==> src/core/sup_pkg.sv <==
/*
 * constants, reset values and state encoding for the supply supervisor.
 * assumes a 100 MHz sys_clk and comparator decisions that arrive as logic levels.
 */
package sup_pkg;

    // ------------------------------------------------------------
    // time base
    // ------------------------------------------------------------
    localparam int CLK_NS = 10;
    localparam int TICK_NS = 1000;
    localparam int TICK_CYC = TICK_NS / CLK_NS;
    localparam int TICK_W = 7;
    localparam int TW = 24; // width of every timeout counter, in ticks

    // ------------------------------------------------------------
    // documented times, in ns
    // ------------------------------------------------------------
    localparam int MR_LAT_NS = 12000;
    localparam int MR_MIN_NS = 25000;
    localparam int STRETCH_NS = 200000000;
    localparam int WD_NS = 1600000000;
    localparam int PULSE_NS = 1700000;
    localparam int CE_HOLD_NS = 15000;
    localparam int WDI_PULSE_NS = 100;

    // ------------------------------------------------------------
    // derived counts
    // ------------------------------------------------------------
    localparam logic [TW-1:0] MR_LAT_TICKS = TW'(MR_LAT_NS / TICK_NS);
    localparam logic [TW-1:0] STRETCH_TICKS_DEF = TW'(STRETCH_NS / TICK_NS);
    localparam logic [TW-1:0] WD_TICKS_DEF = TW'(WD_NS / TICK_NS);
    localparam logic [TW-1:0] WD_ALT_TICKS_DEF = TW'(800000); // plain default, alternate period
    localparam logic [TW-1:0] PULSE_TICKS = TW'(PULSE_NS / TICK_NS);
    localparam logic [TW-1:0] CE_HOLD_TICKS = TW'(CE_HOLD_NS / TICK_NS);
    localparam logic [11:0] MR_MIN_CYC = 12'((MR_MIN_NS + CLK_NS - 1) / CLK_NS);
    localparam int WDI_PULSE_CYC = (WDI_PULSE_NS + CLK_NS - 1) / CLK_NS;

    // ------------------------------------------------------------
    // synchroniser bit positions and reset value
    // ------------------------------------------------------------
    localparam int SY_MR = 0;
    localparam int SY_MODE = 1;
    localparam int SY_VRST = 2;
    localparam int SY_VLL = 3;
    localparam int SY_XRST = 4;
    localparam int SY_XLL = 5;
    localparam int SY_WDI = 6;
    localparam int SY_OV = 7;
    localparam int SY_W = 8;
    localparam logic [SY_W-1:0] SYNC_RST = 8'h01; // manual reset idles high

    // ------------------------------------------------------------
    // reset sequencer states
    // ------------------------------------------------------------
    typedef enum logic [1:0] {
        RS_ACTIVE = 2'b01,
        RS_STRETCH = 2'b11,
        RS_RUN = 2'b10
    } rst_state_t;

endpackage

==> src/core/timer_if.sv <==
/*
 * control and status of one tick-based timeout counter.
 * assumes the counter and its user share sys_clk.
 */
interface timer_if;
    logic clr;
    logic en;
    logic [sup_pkg::TW-1:0] limit;
    logic done;

    modport ctl (output clr, output en, output limit, input done);
    modport tmr (input clr, input en, input limit, output done);
endinterface

==> src/core/supply_supervisor_reset_watchdog.sv <==
/*
 * supply supervisor: reset sequencing, early warning, watchdog,
 * chip-select gating and overvoltage flag.
 * assumes comparator decisions arrive as levels; ce_in_n is synchronous.
 */
module supply_supervisor_reset_watchdog #(
    parameter logic [sup_pkg::TW-1:0] STRETCH_TICKS = sup_pkg::STRETCH_TICKS_DEF,
    parameter logic [sup_pkg::TW-1:0] WD_TICKS = sup_pkg::WD_TICKS_DEF,
    parameter logic [sup_pkg::TW-1:0] WD_ALT_TICKS = sup_pkg::WD_ALT_TICKS_DEF
) (
    // clock and reset
    input wire logic sys_clk,
    input wire logic srst,
    // supply comparator decisions, high = condition true
    input wire logic mode_ext_sense,
    input wire logic vcc_below_reset,
    input wire logic vcc_below_early_warning_n,
    input wire logic ext_reset_below,
    input wire logic early_warning_n_sense_in,
    // manual reset, high = above threshold
    input wire logic manual_reset_n,
    // watchdog
    input wire logic wd_activity_in,
    input wire logic wd_period_select,
    // overvoltage, high = sense above threshold
    input wire logic overvoltage_sense,
    // chip-select pass path
    input wire logic ce_in_n,
    output logic ce_out_n,
    output logic ce_in_float,
    // processor outputs
    output logic reset_n,
    output logic reset_out,
    output logic early_warning_n,
    output logic overvoltage_flag_n,
    output logic wd_fault_n,
    output logic wd_pulse_n
);
    import sup_pkg::*;

    // ------------------------------------------------------------
    // input synchronisers and time base
    // ------------------------------------------------------------
    logic [SY_W-1:0] sy;
    logic [TICK_W-1:0] tick_cnt_ff;
    logic tick;

    sync2 #(.W(SY_W), .RST_VAL(SYNC_RST)) u_sync (
        .sys_clk(sys_clk),
        .srst(srst),
        .d({overvoltage_sense, wd_activity_in, early_warning_n_sense_in, ext_reset_below,
            vcc_below_early_warning_n, vcc_below_reset, mode_ext_sense, manual_reset_n}),
        .q(sy)
    );

    // free-running prescaler shared by every timer
    assign tick = (tick_cnt_ff == TICK_W'(TICK_CYC - 1));
    always_ff @(posedge sys_clk)
    begin
        if (srst)
            tick_cnt_ff <= '0;
        else
            tick_cnt_ff <= tick ? '0 : tick_cnt_ff + 1'b1;
    end

    // ------------------------------------------------------------
    // timers
    // ------------------------------------------------------------
    timer_if mr_if ();
    timer_if st_if ();
    timer_if wd_if ();
    timer_if pl_if ();
    timer_if ce_if ();

    tick_timer u_mr (.sys_clk(sys_clk), .srst(srst), .tick(tick), .t(mr_if));
    tick_timer u_st (.sys_clk(sys_clk), .srst(srst), .tick(tick), .t(st_if));
    tick_timer u_wd (.sys_clk(sys_clk), .srst(srst), .tick(tick), .t(wd_if));
    tick_timer u_pl (.sys_clk(sys_clk), .srst(srst), .tick(tick), .t(pl_if));
    tick_timer u_ce (.sys_clk(sys_clk), .srst(srst), .tick(tick), .t(ce_if));

    // ------------------------------------------------------------
    // threshold selection and manual reset
    // ------------------------------------------------------------
    logic mode_ext;
    logic supply_low;
    logic warn_low;
    logic mr_active;
    logic rst_cond;

    assign mode_ext = sy[SY_MODE];
    assign supply_low = mode_ext ? sy[SY_XRST] : sy[SY_VRST];
    // in internal mode the reset trip also forces the warning, so it never lags reset there; external mode uses the warning sense alone
    assign warn_low = mode_ext ? sy[SY_XLL] : (sy[SY_VLL] | sy[SY_VRST]);

    // short glitches under the latency are rejected, 25us always passes
    assign mr_if.clr = sy[SY_MR];
    assign mr_if.en = 1'b1;
    assign mr_if.limit = MR_LAT_TICKS;
    assign mr_active = mr_if.done;
    assign rst_cond = supply_low | mr_active;

    // ------------------------------------------------------------
    // reset sequencer
    // ------------------------------------------------------------
    rst_state_t state_ff;
    rst_state_t nxt_state;
    logic rst_active;
    logic rst_rise;

    // stretch counter only runs once every cause has gone
    always_comb
    begin
        nxt_state = state_ff;
        case (state_ff)
            RS_RUN:
                if (rst_cond)
                    nxt_state = RS_ACTIVE;
            RS_ACTIVE:
                if (!rst_cond)
                    nxt_state = RS_STRETCH;
            RS_STRETCH:
                if (rst_cond)
                    nxt_state = RS_ACTIVE;
                else if (st_if.done)
                    nxt_state = RS_RUN;
            default:
                nxt_state = RS_ACTIVE;
        endcase
    end

    assign st_if.clr = (state_ff != RS_STRETCH);
    assign st_if.en = (state_ff == RS_STRETCH);
    assign st_if.limit = STRETCH_TICKS;
    assign rst_active = (state_ff != RS_RUN);
    assign rst_rise = (state_ff == RS_RUN) && (nxt_state != RS_RUN);

    // power-up starts in reset and stretches
    always_ff @(posedge sys_clk)
    begin
        if (srst)
            state_ff <= RS_ACTIVE;
        else
            state_ff <= nxt_state;
    end

    assign reset_n = !rst_active;
    assign reset_out = rst_active;

    // ------------------------------------------------------------
    // early warning and overvoltage flags
    // ------------------------------------------------------------
    logic warn_n_ff;
    logic ovf_n_ff;

    always_ff @(posedge sys_clk)
    begin
        if (srst)
        begin
            warn_n_ff <= 1'b1;
            ovf_n_ff <= 1'b1;
        end
        else
        begin
            warn_n_ff <= !warn_low;
            ovf_n_ff <= !sy[SY_OV];
        end
    end

    assign early_warning_n = warn_n_ff;
    assign overvoltage_flag_n = ovf_n_ff;

    // ------------------------------------------------------------
    // watchdog
    // ------------------------------------------------------------
    logic wdi_d_ff;
    logic wdi_edge;
    logic wd_timeout;
    logic fault_pend_ff;
    logic fault_n_ff;
    logic pulse_n_ff;
    logic nxt_fault_n;
    logic nxt_pulse_n;

    // pulses of 100ns span ten clocks, so both edges are seen
    assign wdi_edge = sy[SY_WDI] ^ wdi_d_ff;
    assign wd_if.clr = rst_active | wdi_edge | wd_if.done;
    assign wd_if.en = 1'b1;
    assign wd_if.limit = wd_period_select ? WD_TICKS : WD_ALT_TICKS;
    assign wd_timeout = wd_if.done && !rst_active;

    assign pl_if.clr = rst_active | wd_timeout;
    assign pl_if.en = !pulse_n_ff;
    assign pl_if.limit = PULSE_TICKS;

    // fault set wins over an activity edge in the same cycle
    assign nxt_pulse_n = rst_active ? 1'b1 :
                         (wd_timeout ? 1'b0 : (pl_if.done ? 1'b1 : pulse_n_ff));
    assign nxt_fault_n = rst_active ? 1'b1 :
                         (fault_pend_ff ? 1'b0 : (wdi_edge ? 1'b1 : fault_n_ff));

    // fault falls one clock after the pulse falls
    always_ff @(posedge sys_clk)
    begin
        if (srst)
        begin
            wdi_d_ff <= 1'b0;
            fault_pend_ff <= 1'b0;
            fault_n_ff <= 1'b1;
            pulse_n_ff <= 1'b1;
        end
        else
        begin
            wdi_d_ff <= sy[SY_WDI];
            fault_pend_ff <= wd_timeout;
            fault_n_ff <= nxt_fault_n;
            pulse_n_ff <= nxt_pulse_n;
        end
    end

    assign wd_fault_n = fault_n_ff;
    assign wd_pulse_n = pulse_n_ff;

    // ------------------------------------------------------------
    // chip-select gating
    // ------------------------------------------------------------
    logic hold_ff;
    logic nxt_hold;
    logic pass_en;

    // lets a write in flight finish, bounded by the hold timer
    assign nxt_hold = (rst_rise && !ce_in_n) ? 1'b1 :
                      ((ce_in_n || ce_if.done || !rst_active) ? 1'b0 : hold_ff);
    assign ce_if.clr = !hold_ff;
    assign ce_if.en = hold_ff;
    assign ce_if.limit = CE_HOLD_TICKS;
    assign pass_en = !rst_active || hold_ff;

    always_ff @(posedge sys_clk)
    begin
        if (srst)
            hold_ff <= 1'b0;
        else
            hold_ff <= nxt_hold;
    end

    // pass path is combinational; disabled means pulled high
    assign ce_out_n = pass_en ? ce_in_n : 1'b1;
    assign ce_in_float = !pass_en;

    // ------------------------------------------------------------
    // checks
    // ------------------------------------------------------------
    logic [11:0] mr_low_cyc_ff;

    // only read by the manual reset check
    always_ff @(posedge sys_clk)
    begin
        if (srst || sy[SY_MR])
            mr_low_cyc_ff <= '0;
        else if (mr_low_cyc_ff != 12'hfff)
            mr_low_cyc_ff <= mr_low_cyc_ff + 1'b1;
    end
endmodule

==> src/core/sync2.sv <==
/*
 * two-flop synchroniser for a vector of independent levels.
 * assumes each bit is a slow level; no bus coherence is given.
 */
module sync2 #(
    parameter int W = 1,
    parameter logic [W-1:0] RST_VAL = '0
) (
    // clock and reset
    input wire logic sys_clk,
    input wire logic srst,
    // levels
    input wire logic [W-1:0] d,
    output logic [W-1:0] q
);
    logic [W-1:0] meta_ff;
    logic [W-1:0] q_ff;

    // first stage feeds only the second
    always_ff @(posedge sys_clk)
    begin
        if (srst)
        begin
            meta_ff <= RST_VAL;
            q_ff <= RST_VAL;
        end
        else
        begin
            meta_ff <= d;
            q_ff <= meta_ff;
        end
    end

    assign q = q_ff;
endmodule

==> src/core/tick_timer.sv <==
/*
 * saturating counter of time-base ticks, with a done flag at the limit.
 * assumes tick is a one-cycle pulse from the shared prescaler.
 */
module tick_timer (
    // clock and reset
    input wire logic sys_clk,
    input wire logic srst,
    // time base
    input wire logic tick,
    // control
    timer_if.tmr t
);
    import sup_pkg::*;

    logic [TW-1:0] count_ff;
    logic [TW-1:0] nxt_count;
    logic at_limit;

    // saturates so done stays up until cleared
    assign at_limit = (count_ff >= t.limit);
    assign nxt_count = t.clr ? '0 : ((t.en && tick && !at_limit) ? count_ff + 1'b1 : count_ff);
    assign t.done = at_limit;

    // count advances on the shared tick only
    always_ff @(posedge sys_clk)
    begin
        if (srst)
            count_ff <= '0;
        else
            count_ff <= nxt_count;
    end
endmodule

==> config.mk <==
export PLATFORM = sky130hd
export DESIGN_NAME = supply_supervisor_reset_watchdog
export DESIGN_NICKNAME = d
export VERILOG_FILES = /design/src/core/sup_pkg.sv /design/src/core/timer_if.sv /design/src/core/supply_supervisor_reset_watchdog.sv /design/src/core/sync2.sv /design/src/core/tick_timer.sv
export SDC_FILE = /design/constraint.sdc
export NUM_CORES = 1
export LEC_CHECK = 0
export BUFFER_PORTS_ARGS = -buffer_cell sky130_fd_sc_hd__buf_2
export CAP_MARGIN = 10
export CORE_MARGIN = 5
export CORE_UTILIZATION = 45
export CTS_CLUSTER_SIZE = 28
export DETAILED_ROUTE_END_ITERATION = 10
export GPL_TIMING_DRIVEN = 0
export SETUP_SLACK_MARGIN = 0.02
export SLEW_MARGIN = 5
export SYNTH_ARGS = -nofsm -noshare
export SYNTH_HDL_FRONTEND = slang
export SYNTH_SLANG_ARGS = --single-unit
export TNS_END_PERCENT = 20
==> constraint.sdc <==
create_clock -name sys_clk -period 2.15 [get_ports sys_clk]
set_input_delay 0 -clock sys_clk [delete_from_list [all_inputs] [get_ports sys_clk]]
set_output_delay 0 -clock sys_clk [all_outputs]
set_load 0.05 [all_outputs]
Yosys cells after proc, flatten, opt, wreduce, memory -nomap -nowiden
Index checks and enable logic that the tools add are counted.
Widths: inputs -> output; s select.
- add/sub/neg operators: 6
- $lt $le $gt $ge: 5
- equality and inequality tests: 7
- multiplexer cells: 15
- bitwise gates (word level): 7
- reduce and logical (&&, ||, !) cells: 35
- operators by type and width (cell ; number):
    $add 24x1->24 const B ; 5
    $ge 24x4->1 const B ; 2
    $ge 24x11->1 const B ; 1
    $ge 24x18->1 const B ; 1
    $ge 24x21->1 ; 1
    $mux 21 ; 1
    $reduce_or 2->1 ; 7
    $logic_and 1x1->1 ; 11
    $logic_not 1->1 ; 11
    $mux 1 ; 9
    $mux 2 ; 4
    $add 7x1->7 const B ; 1
    $eq 7x7->1 const B ; 1
    $ne 2x2->1 const B ; 3
    $pmux 2 s3 ; 1
    $reduce_bool 2->1 ; 3
    $or 1x1->1 ; 5
    $eq 2x2->1 const B ; 2
    $logic_or 1x1->1 ; 3
    $eq 2x1->1 const B ; 1
    $not 1->1 ; 1
    $xor 1x1->1 ; 1
- register bits after elaboration: 152
- word-level logic and storage cells: 91

Longest topological paths before layout
Gate-level depths: netlist of the first run.
- depth after elaboration: 8
- depth in mapped cells: 8
- depth with buffers taken out: 7

Modules after synthesis
From an unflattened synthesis of the first run, not the netlist that was laid out.
- cell total of the unflattened synthesis: 1269
- area, all modules: 10152.2 µm²
- modules (own cells, without submodules) (module ; times used ; cells each ; area an instance (µm²) ; sequential area each (µm²)):
    tick_timer ; 5 ; 232 ; 1806.7 ; 480.5
    supply_supervisor_reset_watchdog ; 1 ; 76 ; 680.7 ; 320.3
    sync2 ; 1 ; 33 ; 437.9 ; 320.3

Worst setup path before layout of the first run
Ideal clock, no wire load.
- kind: register -> output
- start point: register state_ff[0]
- end point: output ce_out_n
- arrival time: 2476 ps
- required time: 2150 ps
- path slack: -326 ps
- cell stages (with the launch flop): 5
- path buffers: 0
- cell sequence: dfxtp_1 -> nand2b_1 -> inv_1 -> nor2_1 -> or2_2
- cells in the longest elaborated chain, start to end: 4
- ends and longest elaborated chain (element ; line ; RTL):
    from (decl) ; supply_supervisor_reset_watchdog.sv:105 ; rst_state_t state_ff;
    from (signal assigned) ; supply_supervisor_reset_watchdog.sv:143 ; state_ff <= nxt_state;
    $ne 2x2->1 ; supply_supervisor_reset_watchdog.sv:134 ; assign rst_active = (state_ff != RS_RUN);
    via reset_out ; supply_supervisor_reset_watchdog.sv:33 ; output logic reset_out,
    $logic_not 1->1 ; - ;
    via reset_n ; supply_supervisor_reset_watchdog.sv:32 ; output logic reset_n,
    $logic_or 1x1->1 ; supply_supervisor_reset_watchdog.sv:236 ; assign pass_en = !rst_active || hold_ff;
    $mux 1 ; supply_supervisor_reset_watchdog.sv:247 ; assign ce_out_n = pass_en ? ce_in_n : 1'b1;
    to (decl) ; supply_supervisor_reset_watchdog.sv:29 ; output logic ce_out_n,
The timed path passes the listed nets, and every way through them passes these cells.

Worst setup path in the final report of the first run
- start point: register u_wd.count_ff[14]
- end point: register u_wd.count_ff[10]
- cells in the longest elaborated chain, start to end: 3
- elaborated cells between the ends (all ways): 5
- classes of those cells: 1 x order compare; 1 x bitwise; 3 x reduce/logical
- ends and longest elaborated chain (element ; line ; RTL):
    from (decl) ; tick_timer.sv:16 ; logic [TW-1:0] count_ff;
    from (signal assigned) ; tick_timer.sv:31 ; count_ff <= nxt_count;
    $ge 24x21->1 (*) ; tick_timer.sv:21 ; assign at_limit = (count_ff >= t.limit);
    $or 1x1->1 or $logic_not 1->1 (tied branches) ; supply_supervisor_reset_watchdog.sv:186, tick_timer.sv:22 ;
    $reduce_or 2->1 (no line) or $logic_and 1x1->1 (tied branches) ; - ;
Every way passes the cells marked *; elsewhere a longest branch is shown, timed or not.
A chain may end at the register's enable or synchronous reset.

==> reports/summary.txt, run 1 <==
Tcrit/Tclk final = 98.8%
vias in the first global route = 4362
DR vias/cell = 5.18
Die H = 125 um
RSZ-0062 raised after global routing = true
Pleak = 2.54 nW
critical path capture point type = flip-flop
cells on worst reg2reg path = 6
count of cell types in the netlist = 45
WP data arrival = 2.47 ns
count of final hold-check violations = 0
first-pass GRT wire length = 19900 um
CTS root buf = clkbuf_16
# DRC = 0
grt total ovfl = 0
final worst slack = 0.0259 ns
footprint of the multi-input gates = 2990 um^2
delay-heaviest family, CP = simple AND/OR/NAND/NOR gates
r2r endpoint = u_wd.count_ff[10]
ys flop type = dfxtp_1
fin crit period = 2.12 ns
CP Launch Type = flip-flop
Adder-Cell Fraction of Synth Area = 3.76%
R2R Setup Slk = 0.03 ns
First-pass DRT Iterations = 4
Worst path slowest cell = or4_4
Sink Count = 152
cells after synthesis = 637
fraction of layout cells with a size suffix above 1 = 15.1%
Post-Place Worst Slack = -0.319 ns
pwr dens = 807 nW/um^2
Synth Area in Compound Gates = 5.53%
Avg WL per Cell = 13.1 um
Slew HR = 56.6%
WL final = 11500 um
PortBufs = 19
pin count of the biggest net entering global routing = 17
worst slew pin tran = 0.647 ns
FFs w/ async S/R, synth = 0%
Final Wtd Congestion = 0.789
setup_tns = 0 ns
FMAX = 471 MHz
max-cap check violation count = 0
reg2reg start = u_wd.count_ff[14]
area delta synth->final = 21.3%
Worst Hold Class = in -> reg
Worst EP required = 2.50 ns
Global Route Usage Sum = 15.2%
synth warn = 0
initial antenna violation count = 0
hold endpoint = u_sync.meta_ff[0]
worst-case vdd ir drop = 0.000533 V
htree depth = 4
CTS max path bufs = 2
commonest non-fill, non-tap cells in the layout = dfxtp_1 (142), and2_1 (59), nor2_1 (52)
Cell Area, Synth = 5990 um^2
fillers = 1207
total clock buffers created by CTS = 17
Starting Density = 45.6%
CP Class = reg -> reg
Setup Viol. Count Final = 0
register bit total from synthesis = 152
# nets final = 719
Buf/Inv on CP = 1
most common cell after layout, fill and taps aside = dfxtp_1
largest family of logic cells by synthesized area = simple AND/OR/NAND/NOR gates
Die Footprint = 15700 um^2
drt initial violations = 295
Min-Delay Path Depth = 3
status = finished, final reports clean
post-synthesis sequential area ratio = 50.8%
XOR/XNOR Fraction of Synth Area = 4.82%
Worst Skew = 0.00754 ns
hpwl dp = 7770 um
CTS tree = done
worst skew pair latency = 0.42 ns
Vias = 4546
ant diodes = 0
multiplexer area fraction after synthesis = 1.84%
core area = 13100 um^2
Syn Area/Cell = 9.40 um^2
worst path cell trace = ha_1, a311o_1, a21o_1, or4_4, clkbuf_8, nor2_1
Clock Pin Slew Worst Setup and Hold Paths = 0.06 ns
Crit Path Max Fanout = 10
max-slew violations = 0
die width = 125 um
simple-gate share of the synthesized area = 30.6%
I/O Pins = 20
Post-synth EDFFs = 0
row count = 42
critical path's largest stage delay = 0.56 ns
Sequential cell area = 3060 um^2
ANT nets after route = 0
hold_sp = manual_reset_n
registers in the layout, indices dropped and copies added (netlist names):
register,count
tick_cnt_ff,7
state_ff,2
wd_fault_n,1
fault_pend_ff,1
early_warning_n,1
u_pl.count_ff,24
u_sync.q,8
u_st.count_ff,24
overvoltage_flag_n,1
u_sync.meta_ff,8
wdi_d_ff,1
u_ce.count_ff,24
u_mr.count_ff,24
ce_if.en,1
u_wd.count_ff,24
wd_pulse_n,1
synthesized netlist by cell type (3+ instances only):
master    number  area [um^2]
nor2b_1       16          100
nor4_1        27          169
xnor2_1       26          228
or3_1          9         56.3
ha_1          18          225
a21oi_1       22          110
o31ai_1        9         67.6
dfxtp_1      152         3040
clkbuf_1      20         75.1
nor3_1        31          155
nand2b_1      12         75.1
o21ai_0       12         60.1
inv_1         21         78.8
or4_1         13         97.6
nand4_1       15         93.8
xor2_1         7         61.3
nand3_1       26          130
and4_1         4         35.0
nor3b_1        3         22.5
or2_2          4         25.0
and3_1         3         18.8
mux2i_1       11          110
and2_1        60          375
nor4b_1        3         26.3
nand2_1       36          135
nor2_1        54          203
repair_timing:
item	in CTS	in global routing
hold buffers	10	0
setup endpoints to repair	62	52
buffers inserted	3	1
resized for setup	41	27
endpoints found under the hold margin	10	0
pin swaps	16	4
how the worst max path moves through the flow:
stage,slack [ns],cells after the start,end,from
after floorplan,0.01,7,u_pl.count_ff[9],tick_cnt_ff[0]
after global placement,-0.26,8,u_pl.count_ff[9],tick_cnt_ff[0]
after detailed placement,-0.32,8,u_pl.count_ff[9],tick_cnt_ff[0]
after CTS,0.003,6,u_wd.count_ff[13],u_wd.count_ff[14]
after global routing,-0.07,6,u_wd.count_ff[15],u_wd.count_ff[14]
final,0.03,6,u_wd.count_ff[10],u_wd.count_ff[14]
kinds of logic after synthesis:
group           Yosys count
compound gates           54
flops                   152
xor+xnor                 33
buf+inv                  42
other cells               1
mux                      11
simple gates            326
fa+ha+maj                18
layer usage:
metal / global-route usage [%] / share of wire, %
met2: 24.0 / 45
met1: 19.7 / 49
met4: 5.17 / 1.3
met3: 4.95 / 4.3
met5: 0 / 0
worst reg2reg max path, stage by stage (launching register included):
cell and delay, ns:
dfxtp_2 0.33, ha_1 0.28, a311o_1 0.36, a21o_1 0.22
or4_4 0.56, clkbuf_8 0.19, nor2_1 0.10
through the flow:
stage | power (mW) | hold WS [ns] | utilization [%] | area, um^2 | std cells
after global routing | 6.07 | 0.301 | 55.3 | 7270 | 878
final | 5.86 | 0.306 | 55.3 | 7270 | 878
after CTS | 5.93 | 0.277 | 54.8 | 7200 | 878
after floorplan | 2.98 | 0.104 | - | 6010 | 638
after global placement | 3.01 | 0.188 | 48.1 | 6320 | 833
after detailed placement | 3.02 | 0.190 | 48.1 | 6320 | 833
area by class of cell:
class,instances,area share (%)
flip-flops and latches,152,42.1
multi-input cells,444,41.2
clock buffers,20,6.28
repair buffers,33,3.10
well taps,176,3.03
clock inverters,12,1.72
plain buffers,20,1.45
inverters,21,1.14
power breakdown:
| part | internal (mW) | total [mW] | switching (mW) | leakage (nW) |
|---|---|---|---|---|
| sequential | 2.84 | 2.86 | 0.0164 | 1.23 |
| combinational | 0.0520 | 0.115 | 0.0629 | 1.03 |
| clock | 1.68 | 2.89 | 1.21 | 0.277 |
Note: power is estimated with default switching activity, not from simulation.
==> inputs of run 2 (changes only) <==
--- a/config.mk
+++ b/config.mk
@@ -7,12 +7,12 @@
 export LEC_CHECK = 0
 export BUFFER_PORTS_ARGS = -buffer_cell sky130_fd_sc_hd__buf_2
 export CAP_MARGIN = 10
-export CORE_MARGIN = 5
 export CORE_UTILIZATION = 45
 export CTS_CLUSTER_SIZE = 28
 export DETAILED_ROUTE_END_ITERATION = 10
 export GPL_TIMING_DRIVEN = 0
 export SETUP_SLACK_MARGIN = 0.02
+export SKIP_LAST_GASP = 1
 export SLEW_MARGIN = 5
 export SYNTH_ARGS = -nofsm -noshare
 export SYNTH_HDL_FRONTEND = slang
==> constraint.sdc (replaced) <==
create_clock -name sys_clk -period 2.16 [get_ports sys_clk]
set_input_delay 0 -clock sys_clk [delete_from_list [all_inputs] [get_ports sys_clk]]
set_output_delay 0 -clock sys_clk [all_outputs]
set_load 0.05 [all_outputs]
==> reports/summary.txt, run 2 (synthesized netlist as in run 1, its figures left out) <==
Sequential cell area = 3060 um^2 (about the same)
met1 WL = 5710 um (+1.4%)
Crit Path Max Fanout = 10 (unchanged)
vias in the first global route = 4243 (-2.7%)
first-pass GRT wire length = 19400 um (-2.5%)
final core occ = 56.1% (+0.82 points)
max-cap check violation count = 0 (unchanged)
Starting Density = 46.7% (+1.1 points)
post-route cell area = 7200 um^2 (-0.93%)
critical path's largest stage delay = 0.52 ns (-0.04 ns)
Worst EP required = 2.50 ns (about the same)
CP startpoint = u_wd.count_ff[11]
FMAX = 466 MHz (-1.1%)
Tcrit/Tclk final = 99.4% (+0.60 points)
Sink Count = 152 (unchanged)
CP Launch Type = flip-flop
Post-Place Cell Area = 6320 um^2 (about the same)
fraction of layout cells with a size suffix above 1 = 14.1% (-1.0 points)
# nets final = 720 (+0.14%)
CTS max path bufs = 2 (unchanged)
Worst Hold Class = in -> reg
drt initial violations = 162 (-45%)
RSZ-0062 raised after global routing = true
reg2reg start = u_wd.count_ff[11]
area delta synth->final = 20.2%
delay-heaviest family, CP = simple AND/OR/NAND/NOR gates
Psw = 1.20 mW (-6.4%)
footprint of the multi-input gates = 2960 um^2 (-1.1%)
pwr dens = 791 nW/um^2 (-1.9%)
hold_sp = manual_reset_n
status = finished, final reports clean
ant diodes = 0 (unchanged)
I/O Pins = 20 (unchanged)
count of final hold-check violations = 0 (unchanged)
WP data arrival = 2.49 ns (+0.02 ns)
First-pass DRT Iterations = 5 (+1)
DR vias/cell = 5.15 (-0.54%)
row count = 41 (-2.4%)
most common cell after layout, fill and taps aside = dfxtp_1
routed length on met2 = 5360 um (+2.5%)
Layout Cells excl Fill = 874 (-0.46%)
Vias = 4501 (-0.99%)
Placed Instances = 829 (-0.48%)
Global Route Usage Sum = 17.3% (+2.1 points)
Pleak = 2.51 nW (-1.2%)
total clock buffers created by CTS = 17 (unchanged)
fin crit period = 2.15 ns (+0.0229 ns)
CP Class = reg -> reg
Internal = 4.49 mW (-1.8%)
WL final = 11500 um (+0.22%)
critical path capture point type = flip-flop
Top Layer Used = met4
fillers = 1138 (-5.7%)
Buf/Inv on CP = 1 (unchanged)
Worst path slowest cell = or4_4
htree depth = 4 (unchanged)
pin count of the biggest net entering global routing = 17 (unchanged)
die width = 117 um (-6.4%)
WL met3 = 337 um (-32%)
Reg power frac = 49.9% (+1.2 points)
ANT nets after route = 0 (unchanged)
Setup Viol. Count Final = 0 (unchanged)
grt total ovfl = 0 (unchanged)
Die H = 117 um (-6.4%)
CTS tree = done
hpwl dp = 7780 um (+0.21%)
core area = 12800 um^2 (-2.4%)
worst slew pin tran = 0.630 ns (-0.0171 ns)
Final Wtd Congestion = 0.767 (-2.7%)
Worst Skew = 0.00843 ns (+0.000895 ns)
# DRC = 0 (unchanged)
switching share of power = 21.1% (-0.81 points)
Clock Power Share = 48.1% (-1.2 points)
Hold WS = 0.301 ns (-0.00496 ns)
Power, Total = 5.70 mW (-2.8%)
CTS root buf = clkbuf_16
commonest non-fill, non-tap cells in the layout = dfxtp_1 (141), and2_1 (59), nor2_1 (52)
Clock Pin Slew Worst Setup and Hold Paths = 0.06 ns (about the same)
initial antenna violation count = 0 (unchanged)
max-slew violations = 0 (unchanged)
worst-case vdd ir drop = 0.000587 V (+10%)
Avg WL per Cell = 13.2 um (+0.68%)
worst path cell trace = ha_1, o21ai_0, a21oi_1, o311a_1, or4_4, buf_4, nor2_1
Comb power frac = 2.0% (about the same)
PortBufs = 19 (unchanged)
Slew HR = 57.7% (+1.2 points)
worst skew pair latency = 0.41 ns (about the same)
Die Footprint = 13800 um^2 (-12%)
[run 2: changes by cell type in the layout (fill, tap and decap cells not counted), sizes merged]
cell / delta
inv: -5
clkinv: +3
buf: +1
clkbuf: +1
[run 2: worst reg2reg max path, delay by kind of cell, from the launching register on]
kind            cells  cell delay, ns
buf+inv             1            0.19
flops               1            0.44
fa+ha+maj           1            0.28
compound gates      3            0.54
simple gates        2            0.63
[run 2: final timing paths]
kind                                            to  slack, ns  cells after the start
worst max register to register    u_wd.count_ff[2]       0.01                      7
worst min register to register  overvoltage_flag_n       0.39                      1
worst min-delay path             u_sync.meta_ff[0]       0.30                      3
worst max-delay path              u_wd.count_ff[2]       0.01                      7
[run 2: timing repair]
action | 4_1_cts | 5_1_grt
gates resized for setup | 17 | 44
hold buffers | 10 | 0
setup endpoints to repair | 62 | 59
buffers inserted | 1 | 3
pin swaps | 2 | 13
endpoints found under the hold margin | 10 | 0
[run 2: layout make-up]
cell class / count / area share, %
Tap cell: 172 / 2.99
Clock inverter: 10 / 1.36
Inverter: 21 / 1.15
Clock buffer: 21 / 6.26
Buffer: 21 / 1.49
Sequential cell: 152 / 42.5
Multi-Input combinational cell: 444 / 41.1
Timing Repair Buffer: 33 / 3.13
[run 2: power by group through the flow]
stage | Combinational [mW] | Clock [mW] | Sequential, mW
2_1_floorplan | 0.0597 | 0 | 2.91
3_3_place_gp | 0.0951 | 0 | 2.90
3_5_place_dp | 0.0977 | 0 | 2.90
4_1_cts | 0.114 | 2.81 | 2.84
5_1_grt | 0.127 | 2.93 | 2.85
6_report | 0.112 | 2.74 | 2.84
[run 2: metal layers]
| metal | up-vias | track usage, % |
|---|---|---|
| li1 | 2327 | - |
| met1 | 2095 | 22.3 |
| met2 | 70 | 27.4 |
| met3 | 9 | 4.82 |
| met4 | 0 | 6.57 |
| met5 | - | 0 |
[run 2: stage by stage]
step                      setup TNS [ns]  setup slack [ns]
after floorplan                        0            0.0205
after global placement             -4.75            -0.263
after detailed placement           -6.78            -0.268
after CTS                          -2.01            -0.136
after global routing               -1.41           -0.0766
final                                  0            0.0130
